$ cat config.mk
export PLATFORM = sky130hd
export DESIGN_NAME = sd_mode_ctrl
export DESIGN_NICKNAME = d
export VERILOG_FILES = /design/src/design/sd_ctrl_pkg.sv /design/src/design/conv_if.sv /design/src/design/sd_mode_ctrl.sv /design/src/design/sd_settle_timer.sv
export VERILOG_INCLUDE_DIRS = /design/src /design/src/design
export SDC_FILE = /design/constraint.sdc
export NUM_CORES = 1
export LEC_CHECK = 0
export BUFFER_PORTS_ARGS = -buffer_cell sky130_fd_sc_hd__buf_2
export CAP_MARGIN = 30
export CORE_ASPECT_RATIO = 1.25
export CORE_MARGIN = 3
export CORE_UTILIZATION = 44
export DETAILED_ROUTE_END_ITERATION = 12
export PLACE_DENSITY_LB_ADDON = 0.2
export SLEW_MARGIN = 0
export SYNTH_ARGS = -nofsm -noshare
export SYNTH_HDL_FRONTEND = slang
export SYNTH_SLANG_ARGS = --single-unit
$ cat constraint.sdc
create_clock -name CLK_I -period 4.9 [get_ports CLK_I]
set_input_delay 0.98 -clock CLK_I [delete_from_list [all_inputs] [get_ports CLK_I]]
set_output_delay 0.98 -clock CLK_I [all_outputs]
set_load 0.05 [all_outputs]
$ cat src/design/sd_ctrl_map.svh
/*
  Register offsets, field positions, reset values and timing counts of the
  sigma-delta mode, clock and filter control block.
  Assumes it is included by bare name from the design files.
*/
`ifndef SD_CTRL_MAP_SVH
`define SD_CTRL_MAP_SVH

// register indices; byte address is four times the index
`define SD_IDX_MODE 6'h01
`define SD_IDX_CHAN 6'h02
`define SD_IDX_SETUP0 6'h03
`define SD_IDX_FILT0 6'h05
`define SD_IDX_STATUS 6'h07

// converter_mode_control fields
`define SD_MODE_RESET 16'h8000
`define SD_MODE_WMASK 16'ha77c
`define SD_MODE_REF_EN 15
`define SD_MODE_SINGLE_CYCLE_SETTLE 13
`define SD_MODE_OP_LSB 4
`define SD_MODE_CLK_LSB 2
`define SD_OP_CONTINUOUS 3'h0
`define SD_OP_SINGLE 3'h1
`define SD_OP_STANDBY 3'h2

// master_clock_source_select codes
`define SD_CLK_INT 2'h0
`define SD_CLK_INT_OUT 2'h1
`define SD_CLK_EXT 2'h2
`define SD_CLK_XTAL 2'h3

// setup and filter registers
`define SD_SETUP_RESET 8'h20
`define SD_SETUP_REF_LSB 4
`define SD_FILT_RESET 32'h00000000
`define SD_FILT_TYPE_LSB 16
`define SD_FLT_SINC5_1 2'h0
`define SD_FLT_SINC3 2'h1
`define SD_FLT_ENH 2'h2

// channel register: enables in [1:0], setup pick per channel from bit 4
`define SD_CHAN_RESET 8'h01
`define SD_CHAN_SETUP_LSB 4

// filter timing: clock in Hz, rates in samples per second, latency in sinc5 periods, sinc3 settling in output periods
`define SD_MCLK_HZ 16000000
`define SD_SINC5_SPS 250000
`define SD_SINC5_DECIM (`SD_MCLK_HZ / `SD_SINC5_SPS)
`define SD_SINGLE_CYC_MAX_SPS 10000
`define SD_SINGLE_CYC_MIN_AVG (`SD_SINC5_SPS / `SD_SINGLE_CYC_MAX_SPS)
`define SD_SINC5_LATENCY 4
`define SD_SINC3_PERIODS 3

`endif

$ cat src/design/sd_ctrl_pkg.sv
/*
  Types of the settling timer; the control block uses none of them.
  Assumes nothing beyond a SystemVerilog compiler.
*/
package sd_ctrl_pkg;
  typedef enum {TMR_IDLE, TMR_SETTLE, TMR_REPEAT} tmr_state_e;
  typedef logic [1:0] setup_ref_t;
endpackage

$ cat src/design/conv_if.sv
/*
  Carrier between the control block and its settling timer.
  Assumes both ends run on the same clock.
*/
`timescale 1ns/100ps
interface conv_if #(parameter int CNT_W = 24);
  logic run;
  logic restart;
  logic tick;
  logic repeat_mode;
  logic [CNT_W-1:0] settle_len;
  logic [CNT_W-1:0] period_len;
  logic done;
  modport ctrl (output run, restart, tick, repeat_mode, settle_len, period_len, input done);
  modport timer (input run, restart, tick, repeat_mode, settle_len, period_len, output done);
endinterface

$ cat src/design/sd_mode_ctrl.sv
/*
  Mode, master clock and filter control of a multiplexed sigma-delta
  converter, with an APB register slave.
  Assumes clock pins are asynchronous levels and are oversampled at
  40 MHz; the master clock is seen as one tick per rising edge.
*/
`timescale 1ns/100ps
`include "sd_ctrl_map.svh"
module sd_mode_ctrl #(
  parameter int CNT_W = 24,
  parameter int NUM_SETUP = 2
) (
  // clock and reset
  input wire logic CLK_I,
  input wire logic RESET_N_I,
  // apb slave
  input wire logic PSEL_I,
  input wire logic PENABLE_I,
  input wire logic PWRITE_I,
  input wire logic [7:0] PADDR_I,
  input wire logic [31:0] PWDATA_I,
  input wire logic [3:0] PSTRB_I,
  output logic [31:0] PRDATA_O,
  output logic PREADY_O,
  output logic PSLVERR_O,
  // clock pins
  input wire logic OSC_CLK_I,
  input wire logic XTAL_CLK_I,
  input wire logic CLOCK_IN_OUT_PIN_I,
  output logic CLOCK_IN_OUT_PIN_O,
  output logic CLOCK_IN_OUT_PIN_OE_N_O,
  // converter control
  output logic REF_OUT_EN_O,
  output logic [1:0] REF_SRC_SEL_O,
  output logic [1:0] MCLK_SRC_O,
  output logic [1:0] FILTER_TYPE_O,
  output logic ACTIVE_CHAN_O,
  output logic CONV_DONE_O
);
  conv_if #(.CNT_W(CNT_W)) cv ();

  // pin synchronisers: 0 oscillator, 1 crystal, 2 clock in/out pin
  logic [2:0] pin_raw;
  logic [2:0] sync1_ff;
  logic [2:0] sync2_ff;
  assign pin_raw = {CLOCK_IN_OUT_PIN_I, XTAL_CLK_I, OSC_CLK_I};

  genvar gi;
  generate
    for (gi = 0; gi < 3; gi++) begin : g_sync
      always_ff @(posedge CLK_I) begin
        if (!RESET_N_I) begin
          sync1_ff[gi] <= 1'b0;
          sync2_ff[gi] <= 1'b0;
        end else begin
          sync1_ff[gi] <= pin_raw[gi];
          sync2_ff[gi] <= sync1_ff[gi];
        end
      end
    end
  endgenerate

  // registers
  logic [15:0] mode_ff, nxt_mode;
  logic [7:0] chan_ff, nxt_chan;
  logic [7:0] setup_ff [NUM_SETUP];
  logic [7:0] nxt_setup [NUM_SETUP];
  logic [31:0] filt_ff [NUM_SETUP];
  logic [31:0] nxt_filt [NUM_SETUP];
  logic ready_ff, nxt_ready;
  logic act_ch_ff, nxt_act_ch;
  logic [31:0] rdata_ff, nxt_rdata;
  logic sel_prev_ff, nxt_sel_prev;
  logic restart_ff, nxt_restart;
  logic clock_in_out_pin_ff, nxt_clock_in_out_pin;
  logic clock_in_out_pin_oe_n_ff, nxt_clock_in_out_pin_oe_n;

  // apb decode
  logic [5:0] idx;
  logic setup_phase, access;
  logic wr_acc, rd_acc, mapped;
  logic hit_mode, hit_chan, hit_status;
  logic [NUM_SETUP-1:0] hit_setup, hit_filt;
  logic [31:0] bmask;

  assign idx = PADDR_I[7:2];
  assign setup_phase = PSEL_I & ~PENABLE_I;
  assign access = PSEL_I & PENABLE_I;
  assign hit_mode = (idx == `SD_IDX_MODE);
  assign hit_chan = (idx == `SD_IDX_CHAN);
  assign hit_status = (idx == `SD_IDX_STATUS);
  generate
    for (gi = 0; gi < NUM_SETUP; gi++) begin : g_hit
      assign hit_setup[gi] = (idx == `SD_IDX_SETUP0 + 6'(gi));
      assign hit_filt[gi] = (idx == `SD_IDX_FILT0 + 6'(gi));
    end
  endgenerate
  assign mapped = (PADDR_I[1:0] == 2'h0) &
    (hit_mode | hit_chan | hit_status | (|hit_setup) | (|hit_filt));
  assign wr_acc = access & PWRITE_I & mapped;
  assign rd_acc = access & ~PWRITE_I & mapped;
  assign bmask = {{8{PSTRB_I[3]}}, {8{PSTRB_I[2]}}, {8{PSTRB_I[1]}}, {8{PSTRB_I[0]}}};

  // zero wait states; read data was captured in the setup cycle
  assign PREADY_O = 1'b1;
  assign PSLVERR_O = access & ~mapped;
  assign PRDATA_O = rdata_ff;

  // active setup and filter
  logic multi, run_op;
  logic act_setup;
  logic [1:0] clk_sel;
  logic [1:0] flt;
  logic [15:0] avg;
  logic [CNT_W-1:0] n_avg, period, settle;

  assign clk_sel = mode_ff[`SD_MODE_CLK_LSB +: 2];
  assign multi = chan_ff[0] & chan_ff[1];
  assign act_setup = chan_ff[`SD_CHAN_SETUP_LSB + int'(act_ch_ff)];
  assign flt = filt_ff[act_setup][`SD_FILT_TYPE_LSB +: 2];
  assign avg = filt_ff[act_setup][15:0];
  assign n_avg = CNT_W'(avg) + CNT_W'(1);
  assign period = CNT_W'(n_avg * CNT_W'(`SD_SINC5_DECIM));

  always_comb begin
    settle = period;
    case (flt)
      `SD_FLT_SINC3: settle = CNT_W'(period * CNT_W'(`SD_SINC3_PERIODS));
      `SD_FLT_ENH: settle = period;
      default: begin
        if (n_avg < CNT_W'(`SD_SINGLE_CYC_MIN_AVG)) begin
          settle = period + CNT_W'(`SD_SINC5_LATENCY * `SD_SINC5_DECIM);
        end
      end
    endcase
  end

  assign run_op = (mode_ff[`SD_MODE_OP_LSB +: 3] == `SD_OP_CONTINUOUS) |
    (mode_ff[`SD_MODE_OP_LSB +: 3] == `SD_OP_SINGLE);

  logic sel_lvl;
  always_comb begin
    case (clk_sel)
      `SD_CLK_EXT: sel_lvl = sync2_ff[2];
      `SD_CLK_XTAL: sel_lvl = sync2_ff[1];
      default: sel_lvl = sync2_ff[0];
    endcase
  end

  assign cv.run = run_op & (chan_ff[0] | chan_ff[1]);
  assign cv.restart = restart_ff;
  assign cv.tick = sel_lvl & ~sel_prev_ff;
  assign cv.repeat_mode = ~mode_ff[`SD_MODE_SINGLE_CYCLE_SETTLE] & ~multi;
  assign cv.settle_len = settle;
  assign cv.period_len = period;

  sd_settle_timer #(.CNT_W(CNT_W)) u_timer (
    .clk_i(CLK_I),
    .reset_n_i(RESET_N_I),
    .cv(cv.timer)
  );

  // register group
  always_comb begin
    nxt_mode = mode_ff;
    nxt_chan = chan_ff;
    nxt_ready = ready_ff;
    nxt_act_ch = act_ch_ff;
    nxt_rdata = rdata_ff;
    // reserved mode bits are never stored and read back as zero
    if (wr_acc && hit_mode) begin
      nxt_mode = (mode_ff & ~(bmask[15:0] & `SD_MODE_WMASK)) |
        (PWDATA_I[15:0] & bmask[15:0] & `SD_MODE_WMASK);
    end
    if (wr_acc && hit_chan) begin
      nxt_chan = (chan_ff & ~bmask[7:0]) | (PWDATA_I[7:0] & bmask[7:0]);
    end
    if (cv.done && mode_ff[`SD_MODE_OP_LSB +: 3] == `SD_OP_SINGLE) begin
      nxt_mode[`SD_MODE_OP_LSB +: 3] = `SD_OP_STANDBY;
    end
    // clear only what the read returned, so a result after the capture waits
    if (rd_acc && hit_status && rdata_ff[0]) begin
      nxt_ready = 1'b0;
    end
    if (cv.done) begin
      nxt_ready = 1'b1;
    end
    if (cv.done && multi) begin
      nxt_act_ch = ~act_ch_ff;
    end else if (!chan_ff[act_ch_ff]) begin
      nxt_act_ch = chan_ff[1] & ~chan_ff[0];
    end
    if (setup_phase) begin
      nxt_rdata = '0;
      if (hit_mode) nxt_rdata = {16'h0000, mode_ff};
      if (hit_chan) nxt_rdata = {24'h000000, chan_ff};
      if (hit_status) nxt_rdata = {24'h000000, 2'h0, clk_sel, 1'b0, cv.run, act_ch_ff, ready_ff};
      for (int i = 0; i < NUM_SETUP; i++) begin
        if (hit_setup[i]) nxt_rdata = {24'h000000, setup_ff[i]};
        if (hit_filt[i]) nxt_rdata = filt_ff[i];
      end
    end
  end

  always_ff @(posedge CLK_I) begin
    if (!RESET_N_I) begin
      mode_ff <= `SD_MODE_RESET;
      chan_ff <= `SD_CHAN_RESET;
      ready_ff <= 1'b0;
      act_ch_ff <= 1'b0;
      rdata_ff <= '0;
    end else begin
      mode_ff <= nxt_mode;
      chan_ff <= nxt_chan;
      ready_ff <= nxt_ready;
      act_ch_ff <= nxt_act_ch;
      rdata_ff <= nxt_rdata;
    end
  end

  // per-setup registers
  generate
    for (gi = 0; gi < NUM_SETUP; gi++) begin : g_setup
      always_comb begin
        nxt_setup[gi] = setup_ff[gi];
        nxt_filt[gi] = filt_ff[gi];
        if (wr_acc && hit_setup[gi]) begin
          nxt_setup[gi] = (setup_ff[gi] & ~bmask[7:0]) | (PWDATA_I[7:0] & bmask[7:0]);
        end
        if (wr_acc && hit_filt[gi]) begin
          nxt_filt[gi] = (filt_ff[gi] & ~bmask) | (PWDATA_I & bmask);
        end
      end
      always_ff @(posedge CLK_I) begin
        if (!RESET_N_I) begin
          setup_ff[gi] <= `SD_SETUP_RESET;
          filt_ff[gi] <= `SD_FILT_RESET;
        end else begin
          setup_ff[gi] <= nxt_setup[gi];
          filt_ff[gi] <= nxt_filt[gi];
        end
      end
    end
  endgenerate

  // clock path and restart group
  always_comb begin
    nxt_sel_prev = sel_lvl;
    // new settings or a channel switch start a fresh settling period
    nxt_restart = wr_acc | (cv.done & multi);
    nxt_clock_in_out_pin = (clk_sel == `SD_CLK_INT_OUT) ? sync2_ff[0] : 1'b0;
    nxt_clock_in_out_pin_oe_n = (clk_sel != `SD_CLK_INT_OUT);
  end

  always_ff @(posedge CLK_I) begin
    if (!RESET_N_I) begin
      sel_prev_ff <= 1'b0;
      restart_ff <= 1'b0;
      clock_in_out_pin_ff <= 1'b0;
      clock_in_out_pin_oe_n_ff <= 1'b1;
    end else begin
      sel_prev_ff <= nxt_sel_prev;
      restart_ff <= nxt_restart;
      clock_in_out_pin_ff <= nxt_clock_in_out_pin;
      clock_in_out_pin_oe_n_ff <= nxt_clock_in_out_pin_oe_n;
    end
  end

  assign CLOCK_IN_OUT_PIN_O = clock_in_out_pin_ff;
  assign CLOCK_IN_OUT_PIN_OE_N_O = clock_in_out_pin_oe_n_ff;
  assign REF_OUT_EN_O = mode_ff[`SD_MODE_REF_EN];
  assign REF_SRC_SEL_O = setup_ff[act_setup][`SD_SETUP_REF_LSB +: 2];
  assign MCLK_SRC_O = clk_sel;
  assign FILTER_TYPE_O = flt;
  assign ACTIVE_CHAN_O = act_ch_ff;
  assign CONV_DONE_O = cv.done;
endmodule

$ cat src/design/sd_settle_timer.sv
/*
  Settling and output-rate timer: counts master clock ticks and marks
  each finished conversion with a one-cycle pulse.
  Assumes the tick is a one-cycle pulse per master clock rising edge.
*/
`timescale 1ns/100ps
module sd_settle_timer #(
  parameter int CNT_W = 24
) (
  // clock and reset
  input wire logic clk_i,
  input wire logic reset_n_i,
  // control side
  conv_if.timer cv
);
  sd_ctrl_pkg::tmr_state_e state_ff, nxt_state;
  logic [CNT_W-1:0] cnt_ff, nxt_cnt;
  logic done_ff, nxt_done;

  assign cv.done = done_ff;

  always_comb begin
    nxt_state = state_ff;
    nxt_cnt = cnt_ff;
    nxt_done = 1'b0;
    if (!cv.run) begin
      nxt_state = sd_ctrl_pkg::TMR_IDLE;
    end else if (cv.restart) begin
      nxt_state = sd_ctrl_pkg::TMR_SETTLE;
      nxt_cnt = cv.settle_len;
    end else begin
      case (state_ff)
        sd_ctrl_pkg::TMR_IDLE: begin
          nxt_state = sd_ctrl_pkg::TMR_SETTLE;
          nxt_cnt = cv.settle_len;
        end
        sd_ctrl_pkg::TMR_SETTLE, sd_ctrl_pkg::TMR_REPEAT: begin
          if (cv.tick) begin
            if (cnt_ff <= CNT_W'(1)) begin
              nxt_done = 1'b1;
              if (cv.repeat_mode) begin
                nxt_state = sd_ctrl_pkg::TMR_REPEAT;
                nxt_cnt = cv.period_len;
              end else begin
                nxt_state = sd_ctrl_pkg::TMR_SETTLE;
                nxt_cnt = cv.settle_len;
              end
            end else begin
              nxt_cnt = cnt_ff - CNT_W'(1);
            end
          end
        end
        default: nxt_state = sd_ctrl_pkg::TMR_IDLE;
      endcase
    end
  end

  always_ff @(posedge clk_i) begin
    if (!reset_n_i) begin
      state_ff <= sd_ctrl_pkg::TMR_IDLE;
      cnt_ff <= '0;
      done_ff <= 1'b0;
    end else begin
      state_ff <= nxt_state;
      cnt_ff <= nxt_cnt;
      done_ff <= nxt_done;
    end
  end
endmodule

==> flow_summary.toml <==
[run_status]
status = "completed"

[logic_synthesis]
synth_area_mm2 = 0.0100
syn_inst = 1248
synth_warnings = 0
synth_edf_count = 0
synth_nets = 1328
avgSynthCellArea_um2 = 8.04
ys_seq_area_share_pct = 33.7
synthFlopType = "dfxtp_1"
synth_cell_types = 81
synth_seq_cells = 169
async_flop_share_pct = 0

[critical_path]
crit_path_start_kind = "flop"
worstSetupPathType = "reg -> reg"
endpoint_kind = "flop"
startpoint = "ACTIVE_CHAN_O$_SDFFE_PN0P_"
crit_buf_inv = 1
required_ps = 5270
critPathTopFamily = "simple AND/OR/NAND/NOR gates"
crit_arrival_ps = 5000
rr_startpoint = "ACTIVE_CHAN_O$_SDFFE_PN0P_"
crit_path_max_incr_delay_ps = 430
worstPathMaxFanout = 6
critPathSlowestCell = "nor4b_2"
crit_chain = "mux2i_4 > nand2_1 > nand2_1 > ha_1 > and4_1 > mux2_2 > nand4_1 > buf_4 > xnor2_1 > ha_1 > and3_1 > o2111ai_1 > nor4b_2 > o31a_1 > o211ai_1 > a2111o_1 > o21ai_1"

[timing]
fmax_mhz = 216
whs_ps = 428
hold_violations = 0
setup_viol = 0
fin_ws_ps = 267
drv_slew = 0
maxSlewHeadroom_pct = 35.7
worst_pin_slew_ps = 964
layout_min_cycle_time_ps = 4630
finalClockSkew_ps = 14.3
fin_crit_sh_pct = 94.5
rsz0062_at_grt = "true"

[die]
fp.dieW_um = 141
coreArea_mm2 = 0.0224
std_cell_rows = 61
dieArea_mm2 = 0.0247
start_util_pct = 44.9
top_level_ports = 97
die_h_um = 175

[pwr]
powerDensity_mw_per_mm2 = 330
power.switching_uw = 1300
internal_power_uw = 2480
power.total_uw = 3780
clkPwrFrac_pct = 37.5
p_seq_share_pct = 39.5
ir_drop_mv = 0.236
leakagePower_uw = 0.00482
combPwrFrac_pct = 23.0
p_sw_share_pct = 34.3

[routing]
num_vias = 9490
wl_um = 29800
avgViaCountPerCell = 5.87
wl_per_cell_um = 18.4
final_antenna_net_count = 0
first_pass_iters = 5
drc = 0
dr.first_iter.drc_count = 772

[final_layout]
antennaDiodeCount = 0
nets = 1402
fillerInstances = 2147
drive_above_1_share_pct = 15.3
syn2layout_area_growth_pct = 14.1

[cts]
cts_tree = "yes"
clk_latency_ps = 440
cts_sinks = 169
cts_buffers = 17
cts_buffer_depth = 2
htreeDepth = 4
clk_pin_slew_worst_paths_ps = 80
cts_hold_buf = 0
clockRootBuffer = "clkbuf_16"

[global_routing]
antenna_found_initial = 0
grt_start_max_net_pins = 95
grt_pass1_wl_um = 49000
grt_overflow = 0
grt_usage_pct = 24.2
grt_pass1_vias = 9282

[hold_path]
hold_start = "sync2_ff[0]$_SDFF_PN0_"
hp-class = "reg -> reg"

[place]
io_buffers = 95
routabilityCongestion = 0.949
pre_cts_ws_ps = 203
dpl.hpwl_um = 21600

[flow_run]
cap_violations = 0
[per-stage QoR]
step           instances  util [%]  TNS [ps]  instance area (um2)
6_report            1618      51.2         0                11400
5_1_grt             1618      51.2     -49.2                11400
4_1_cts             1617      51.1         0                11400
3_5_place_dp        1585      48.3         0                10800
3_3_place_gp        1585      48.3         0                10800
2_1_floorplan       1248         -         0                10000
[power by group through the flow]
stage               Sequential (uW)  Clock, uW  Combinational [uW]
finish                         1490       1420                 869
global route                   1500       1490                 968
CTS                            1490       1440                 857
detailed placement             1520          0                 850
global placement               1520          0                 852
floorplan                      1550          0                 591
[cell usage in the layout, fill, tap and decap left out, types with 4 or more instances in the layout]
master     instances
dfxtp_1          168
nand2_1          149
nor2_1           132
a21oi_1          100
buf_2             95
mux2i_1           79
nand3_1           70
o21ai_0           62
nor3_1            50
xnor2_1           31
a221oi_1          30
buf_4             28
ha_1              27
inv_1             24
xor2_1            24
clkbuf_16         17
and2_1            15
nand4_1           11
nor4_1            10
a22oi_1           10
nand2b_1           9
mux2_2             8
nor2b_1            8
and3_1             8
a21o_1             8
a31oi_1            8
or3_1              7
o211ai_1           7
o21ai_1            7
o221ai_1           6
a222oi_1           6
a211oi_1           6
o31ai_1            5
or4_1              5
o22ai_1            5
o21a_1             5
clkinv_8           5
a22o_1             4
mux4_2             4
[area by class of cell]
type | count | area (um2) | area share, %
multi-input combinational | 982 | 6280 | 54.9
sequential | 169 | 3390 | 29.6
timing repair buffer | 123 | 686 | 5.99
clock buffer | 18 | 439 | 3.84
tap | 283 | 354 | 3.09
clock inverter | 14 | 188 | 1.64
inverter | 29 | 111 | 0.973
[layer usage]
| metal | GRT usage, % | vias to the layer above | part of all wire, % |
|---|---|---|---|
| li1 | - | 4661 | - |
| met1 | 30.8 | 4496 | 43 |
| met2 | 41.0 | 284 | 49 |
| met3 | 4.13 | 49 | 4.6 |
| met4 | 9.29 | 0 | 2.8 |
| met5 | 0 | - | 0 |
[path summary, 6_finish.rpt]
| kind | cells past startpoint | slack (ps) | to |
|---|---|---|---|
| setup / recovery | 17 | 270 | u_timer.cnt_ff[23]$_SDFFE_PN0P_ |
| hold / removal | 2 | 430 | CLOCK_IN_OUT_PIN_O$_SDFF_PN0_ |
| setup reg to reg | 17 | 270 | u_timer.cnt_ff[23]$_SDFFE_PN0P_ |
| hold reg to reg | 2 | 430 | CLOCK_IN_OUT_PIN_O$_SDFF_PN0_ |
[worst min-delay path: stages (launching register included)]
cell and delay [ps]:
dfxtp_1 310, inv_1 40, nor2_1 30
[Yosys cell counts, drive strengths merged, types with 10 or more instances]
library cell  count  area, um2
a21oi           100        500
a221oi           32        293
a22oi            10       75.1
and2             15       93.8
buf              16        103
clkbuf           52        195
dfxtp           169       3380
ha               27        338
inv              28        105
mux2             12        146
mux2i            84        861
nand2           150        566
nand3            71        360
nand4            11       68.8
nor2            133        499
nor3             52        265
nor4             13        100
o21ai            70        354
xnor2            34        313
xor2             24        210
[what timing repair did]
item | CTS | global route
buffers inserted | 0 | 1
endpoints found under the setup margin | 0 | 11
gates resized for setup | 0 | 4
[cell families after synthesis]
kind of cell,share of synthesized area [%]
fa+ha+maj,3.57
buf+inv,4.05
flops,33.7
mux,10.9
compound gates,19.2
simple gates,23.2
xor+xnor,5.21
other cells,0.0374
Power figures use the tool's default switching activity.
